### config.mk
export PLATFORM = sky130hd
export DESIGN_NAME = prio_regs
export DESIGN_NICKNAME = d
export VERILOG_FILES = /design/src/hdl/prio_pkg.sv /design/src/hdl/prio_pick.sv /design/src/hdl/prio_regs.sv
export VERILOG_INCLUDE_DIRS = /design/src /design/src/hdl
export SDC_FILE = /design/constraint.sdc
export NUM_CORES = 1
export LEC_CHECK = 0
export BUFFER_PORTS_ARGS = -buffer_cell sky130_fd_sc_hd__buf_4
export CAP_MARGIN = 10
export CELL_PAD_IN_SITES_DETAIL_PLACEMENT = 1
export CELL_PAD_IN_SITES_GLOBAL_PLACEMENT = 2
export CORE_UTILIZATION = 22
export DETAILED_ROUTE_END_ITERATION = 12
export GPL_TIMING_DRIVEN = 1
export PLACE_DENSITY_LB_ADDON = 0.1
export SLEW_MARGIN = 10
export SYNTH_ARGS = -nofsm -noshare
export SYNTH_HDL_FRONTEND = slang
export SYNTH_SLANG_ARGS = --single-unit
### constraint.sdc
create_clock -name clock -period 5.01 [get_ports clock]
set_clock_uncertainty 0.05 [all_clocks]
set_input_delay 0.2505 -clock clock [delete_from_list [all_inputs] [get_ports clock]]
set_output_delay 0.2505 -clock clock [all_outputs]
set_load 0.02 [all_outputs]
### src/hdl/prio_cfg.svh
// How it works
// - the first priority register holds the adc done level in bits 6-4 and the serial tx level in bits 2-0, other bits read zero.
// - the second register holds pin change level in 14-12, two wire master level in 6-4, two wire slave level in 2-0, others zero.
// - each 3-bit field is a level 0 to 7 and level seven wins over every lower level when requests compete.
// - level one is the lowest active level and level zero masks its source so it never requests the core.
// - after reset every field holds binary 100, level four, and every field bit is read and write.
`ifndef PRIO_CFG_SVH
`define PRIO_CFG_SVH
`define PRIO_ADDR_ADC_UART   4'h0
`define PRIO_ADDR_CN_I2C     4'h4
`define PRIO_ADDR_WINNER     4'h8
`define PRIO_LVL_RESET       3'h4
`define PRIO_LVL_OFF         3'h0
`define PRIO_BIT_ADC         4
`define PRIO_BIT_UTX         0
`define PRIO_BIT_CN          12
`define PRIO_BIT_MST         4
`define PRIO_BIT_SLV         0
`define PRIO_BIT_WIN_V       7
`define PRIO_BIT_WIN_L       4
`define PRIO_BIT_WIN_I       0
`define PRIO_NUM_SRC         5
`endif

### src/hdl/prio_pkg.sv
package prio_pkg;
   typedef logic [2:0] level_t;
   typedef struct packed
   {
      level_t adc_done_level;
      level_t serial_tx_level;
      level_t pin_change_level;
      level_t two_wire_master_level;
      level_t two_wire_slave_level;
   } levels_t;
   typedef struct packed
   {
      logic        read;
      logic        write;
      logic [3:0]  address;
      logic [31:0] writedata;
      logic [3:0]  byteenable;
   } av_req_t;
   typedef struct packed
   {
      logic [31:0] readdata;
      logic        waitrequest;
      logic        readdatavalid;
   } av_rsp_t;
endpackage

### src/hdl/prio_pick.sv
`include "prio_cfg.svh"
// picks the highest-level pending source; ties go to the lowest index
module prio_pick #(
   parameter int N = `PRIO_NUM_SRC
) (
   input  wire logic [N-1:0]   pending,    // raw requests
   input  wire logic [3*N-1:0] levels,     // packed levels, source 0 low
   output logic                any_valid,  // some unmasked request pending
   output logic [2:0]          win_level,  // winning level
   output logic [2:0]          win_index   // winning source index
);
   logic [2:0] lv [N+1];
   logic [2:0] ix [N+1];
   assign lv[0] = `PRIO_LVL_OFF;
   assign ix[0] = 3'h0;
   genvar g;
   generate
      for (g = 0; g < N; g++)
      begin : g_src
         logic [2:0] l;
         assign l = levels[3*g +: 3];
         // zero never beats the seed, so a masked source never wins
         assign lv[g+1] = (pending[g] && l > lv[g]) ? l : lv[g];
         assign ix[g+1] = (pending[g] && l > lv[g]) ? 3'(g) : ix[g];
      end
   endgenerate
   assign any_valid = (lv[N] != `PRIO_LVL_OFF);
   assign win_level = lv[N];
   assign win_index = ix[N];
endmodule

### src/hdl/prio_regs.sv
`include "prio_cfg.svh"
module prio_regs (
   input  wire logic             clock,       // 20 MHz system clock
   input  wire logic             sys_rst,     // synchronous reset, high
   input  wire logic             clk_en,      // freezes all state when low
   input  wire prio_pkg::av_req_t av_req,     // avalon request
   output prio_pkg::av_rsp_t     av_rsp,      // avalon answer
   input  wire logic [4:0]       src_pending, // same-clock requests
   output prio_pkg::levels_t     levels,      // levels to arbiter
   output logic                  irq_valid,   // winner exists
   output logic [2:0]            irq_level,   // winner level
   output logic [2:0]            irq_index    // winner source
);
   import prio_pkg::*;

   // ---------------------------------------------------
   // state
   // ---------------------------------------------------
   typedef struct packed
   {
      levels_t     lv;
      logic [31:0] rdata;
      logic        rvalid;
      logic        wreq;
      logic        win_v;
      logic [2:0]  win_l;
      logic [2:0]  win_i;
   } state_t;

   state_t st_q;
   state_t st_d;
   logic       p_valid;
   logic [2:0] p_level;
   logic [2:0] p_index;
   logic [14:0] packed_lv;

   assign packed_lv = {st_q.lv.adc_done_level, st_q.lv.serial_tx_level, st_q.lv.pin_change_level,
                       st_q.lv.two_wire_master_level, st_q.lv.two_wire_slave_level};

   prio_pick #(.N(`PRIO_NUM_SRC)) u_pick (
      .pending   (src_pending),
      .levels    (packed_lv),
      .any_valid (p_valid),
      .win_level (p_level),
      .win_index (p_index)
   );

   // ---------------------------------------------------
   // next state
   // ---------------------------------------------------
   always_comb
   begin
      logic hit;
      logic [15:0] w;
      st_d = st_q;
      // a write is committed at the take edge and the answer edge only ends the access,
      // so a clk_en freeze between the two holds waitrequest low longer but cannot lose the write
      hit = (av_req.read || av_req.write) && st_q.wreq;
      w = {av_req.byteenable[1] ? av_req.writedata[15:8] : 8'h00,
           av_req.byteenable[0] ? av_req.writedata[7:0] : 8'h00};
      st_d.wreq = !hit;
      st_d.rvalid = hit && av_req.read;
      st_d.win_v = p_valid;
      st_d.win_l = p_level;
      st_d.win_i = p_index;
      if (hit && av_req.write)
      begin
         // only field bits are stored, others are dropped
         case (av_req.address)
            `PRIO_ADDR_ADC_UART:
            begin
               if (av_req.byteenable[0])
               begin
                  st_d.lv.adc_done_level  = w[`PRIO_BIT_ADC +: 3];
                  st_d.lv.serial_tx_level = w[`PRIO_BIT_UTX +: 3];
               end
            end
            `PRIO_ADDR_CN_I2C:
            begin
               if (av_req.byteenable[1])
                  st_d.lv.pin_change_level = w[`PRIO_BIT_CN +: 3];
               if (av_req.byteenable[0])
               begin
                  st_d.lv.two_wire_master_level = w[`PRIO_BIT_MST +: 3];
                  st_d.lv.two_wire_slave_level  = w[`PRIO_BIT_SLV +: 3];
               end
            end
            default:
            begin
            end
         endcase
      end
      if (hit && av_req.read)
      begin
         st_d.rdata = 32'h0000_0000;
         case (av_req.address)
            `PRIO_ADDR_ADC_UART:
            begin
               st_d.rdata[`PRIO_BIT_ADC +: 3] = st_q.lv.adc_done_level;
               st_d.rdata[`PRIO_BIT_UTX +: 3] = st_q.lv.serial_tx_level;
            end
            `PRIO_ADDR_CN_I2C:
            begin
               st_d.rdata[`PRIO_BIT_CN +: 3]  = st_q.lv.pin_change_level;
               st_d.rdata[`PRIO_BIT_MST +: 3] = st_q.lv.two_wire_master_level;
               st_d.rdata[`PRIO_BIT_SLV +: 3] = st_q.lv.two_wire_slave_level;
            end
            `PRIO_ADDR_WINNER:
            begin
               st_d.rdata[`PRIO_BIT_WIN_V]      = st_q.win_v;
               st_d.rdata[`PRIO_BIT_WIN_L +: 3] = st_q.win_l;
               st_d.rdata[`PRIO_BIT_WIN_I +: 3] = st_q.win_i;
            end
            default:
            begin
            end
         endcase
      end
   end

   always_ff @(posedge clock)
   begin
      if (sys_rst)
      begin
         st_q <= '0;
         st_q.lv <= {`PRIO_NUM_SRC{`PRIO_LVL_RESET}};
         st_q.wreq <= 1'b1;
      end
      else if (clk_en)
         st_q <= st_d;
   end

   // ---------------------------------------------------
   // outputs
   // ---------------------------------------------------
   // waitrequest is low only in the answer cycle, so every access takes two cycles
   // held in its own flop so the bus sees no logic between state and pin
   assign av_rsp.waitrequest   = st_q.wreq;
   assign av_rsp.readdata      = st_q.rdata;
   assign av_rsp.readdatavalid = st_q.rvalid;
   assign levels    = st_q.lv;
   assign irq_valid = st_q.win_v;
   assign irq_level = st_q.win_l;
   assign irq_index = st_q.win_i;
endmodule

==> flow_metrics.py <==
metrics = {
    "cts": {
        "cts_buffers": 5,
        "root_buffer": "clkbuf_8",
        "clkTransAtPathRegs_ns": 0.08,
        "cts_buffer_depth": 2,
        "clk-insertion-delay-late_ns": 0.29,
        "cts_tree": "yes",
        "htreeDepth": 2,
        "cts.sinks": 34,
    },
    "critical_path": {
        "crit_path_top_delay_cell": "or3b_4",
        "worst_setup_path_end_kind": "register",
        "crit_fanout": 6,
        "criticalPathCategory": "register to register",
        "path_delay_family": "compound AO/OA/AOI/OAI gates",
        "critPathRequiredTime_ns": 5.14,
        "r2r_slack_ns": 0.006,
        "worstSetupStartpointType": "register",
        "cpPeakStageDelay_ns": 0.42,
        "cp_common_cell": "buf_4",
        "critPathBufInv": 5,
        "crit_arrival_ns": 5.13,
    },
    "synthesis": {
        "ys_seq_elements": 34,
        "netlist_top_cells_count": "dfxtp_1, nor2_1, buf_4, mux2i_1, nand2_1",
        "synth-async-reset-ratio_pct": 0,
        "synth_edf_count": 0,
        "ys_types": 49,
        "ys_warn_count": 0,
        "synth_area_per_cell_sq_um": 8.46,
        "synth_cells": 249,
        "synth_area_sq_um": 2110,
        "synth_area_leaders": "dfxtp_1, mux2i_1, buf_4",
        "synth_ff_type": "dfxtp_1",
        "yosysTopAreaCellShare_pct": 32.3,
        "yosysTopAreaCell": "dfxtp_1",
        "yosysMostFrequentCell": "dfxtp_1",
        "seq_area_frac_synth_pct": 32.3,
    },
    "detailed_routing": {
        "vias": 2059,
        "wl_per_cell_um": 14.5,
        "first_pass_iters": 4,
        "drtIter0Drc": 50,
        "antenna_left": 0,
        "postRouteWirelength_um": 6740,
        "viasPerCell": 4.43,
        "drc_errors": 0,
    },
    "die": {
        "num_io_pins": 106,
        "initial_core_util_pct": 22.8,
        "die_x_um": 99.9,
        "core_sq_um": 9240,
        "dieArea_sq_um": 9970,
        "die_y_um": 99.9,
        "std_cell_rows": 35,
    },
    "timing": {
        "tightest_slew_ns": 0.770,
        "min_period_ns": 5.00,
        "holdWs_ns": 0.127,
        "timing.final.crit_share_pct": 99.9,
        "rsz0062_at_grt": "yes",
        "timing.slew.headroom_pct": 48.4,
        "max_freq_mhz": 200,
        "hold_viol_final": 0,
        "setup_viol": 0,
        "tns_ns": 0,
        "slew_violations": 0,
    },
    "final_layout": {
        "nNetsFinal": 394,
        "fill_cells": 1114,
        "area_growth_pct": 46.3,
        "final_cells": 465,
        "antenna_cells": 0,
        "layout-drive-gt1-share_pct": 41.4,
    },
    "worst_hold_path": {
        "min_path_type": "input pin to register",
    },
    "placed_design": {
        "dpl.cell_count": 451,
        "gp_congestion": 0.718,
        "io_buffers": 58,
        "hpwl_um": 5270,
    },
    "grt": {
        "grt_remaining_overflow": 0,
        "grtUsageTotal_pct": 14.2,
        "grt_pass1_wl_um": 10800,
        "grt_pass1_vias": 2089,
        "grt_max_degree": 28,
        "antenna_found_initial": 0,
    },
    "power_and_ir_drop": {
        "vdd_drop_max_mv": 0.0863,
        "power.density_nw_per_um2": 205,
        "leakagePower_nw": 1.35,
    },
    "flow_run": {
        "maxCapViolations": 0,
    },
    "run_status": {
        "status": "finished, final reports clean",
    },
}
==> metrics by stage <==
step / cell area, sq um / total power [W] / worst slack (ns) / utilization (%)
detailed placement: 2800 / 0.000408 / -0.442 / 30.3
floorplan: 2210 / 0.000370 / 0.0440 / -
finish: 3080 / 0.000632 / 0.00612 / 33.4
global route: 3080 / 0.000669 / -0.255 / 33.4
global placement: 2800 / 0.000407 / -0.345 / 30.3
CTS: 2980 / 0.000637 / -0.173 / 32.3
==> worst register-to-register path, delay by kind of cell (launching register included) <==
family	cells	cell delay, ns
and+or+nand+nor	9	1.17
AOI/OAI and AO/OA	11	1.94
adders and majority gates	3	0.72
buffers and inverters	5	0.65
DFF	1	0.35
==> cell families (layout without fill, tap and decap cells) <==
logic type,after synthesis,after routing,share of synthesized area [%]
AOI/OAI and AO/OA,58,58,21.3
adders and majority gates,9,9,5.34
buffers and inverters,42,108,11.4
DFF,34,34,32.3
muxes,22,22,10.5
other,1,22,0.178
and+or+nand+nor,83,83,19.0
==> layout make-up <==
cell class	count	area [sq um]	area share [%]
clock buffer	6	82.6	2.68
sequential	34	686	22.2
timing repair buffer	90	683	22.2
inverter	10	37.5	1.22
tap	129	161	5.24
multi-input combinational	194	1420	46.0
clock inverter	2	12.5	0.406
==> path summary, 6_finish.rpt <==
| check | cells after the start | to | startpoint |
|---|---|---|---|
| min | 3 | levels[14] | av_req[10] |
| min reg2reg | 2 | av_rsp[0] | av_rsp[0] |
| max | 28 | irq_valid | levels[1] |
| max reg2reg | 28 | irq_valid | levels[1] |
==> registers in the layout, summed over array words and instances (netlist names) <==
register / count
av_rsp: 12
irq_index: 3
irq_level: 3
irq_valid: 1
levels: 15
==> metal layers <==
metal | up-vias | wire length, um | GRT usage, %
met5 | - | 0 | 0
met4 | 0 | 73 | 4.07
met3 | 8 | 315 | 2.79
met2 | 54 | 3080 | 23.0
met1 | 985 | 3260 | 19.0
li1 | 1012 | - | -
==> report_power, final <==
part           total (W)  internal (W)  switching, W  leakage, nW
sequential      0.000281      0.000276    0.00000552        0.277
clock           0.000220      0.000111      0.000109       0.0472
combinational   0.000131     0.0000569     0.0000744         1.03
==> timing repair <==
action,CTS,global route
endpoints found under the setup margin,7,7
gates resized for setup,14,16
hold buffers,0,0
cloned,0,0
pin swaps,17,20
buffers inserted,5,2
==> placed cells by master (no fill, tap or decap), types with 3 or more instances in the layout <==
cell type	instances
nor2b_1	3
a22oi_1	9
nand2_1	21
mux2i_1	22
dfxtp_1	30
ha_1	5
conb_1	22
a21oi_1	5
o21ai_0	7
clkbuf_8	6
buf_4	88
inv_1	8
nor2_1	30
nand2b_1	5
o211ai_1	5
ha_4	4
dfxtp_2	4
Note: power is estimated with default switching activity, not from simulation.
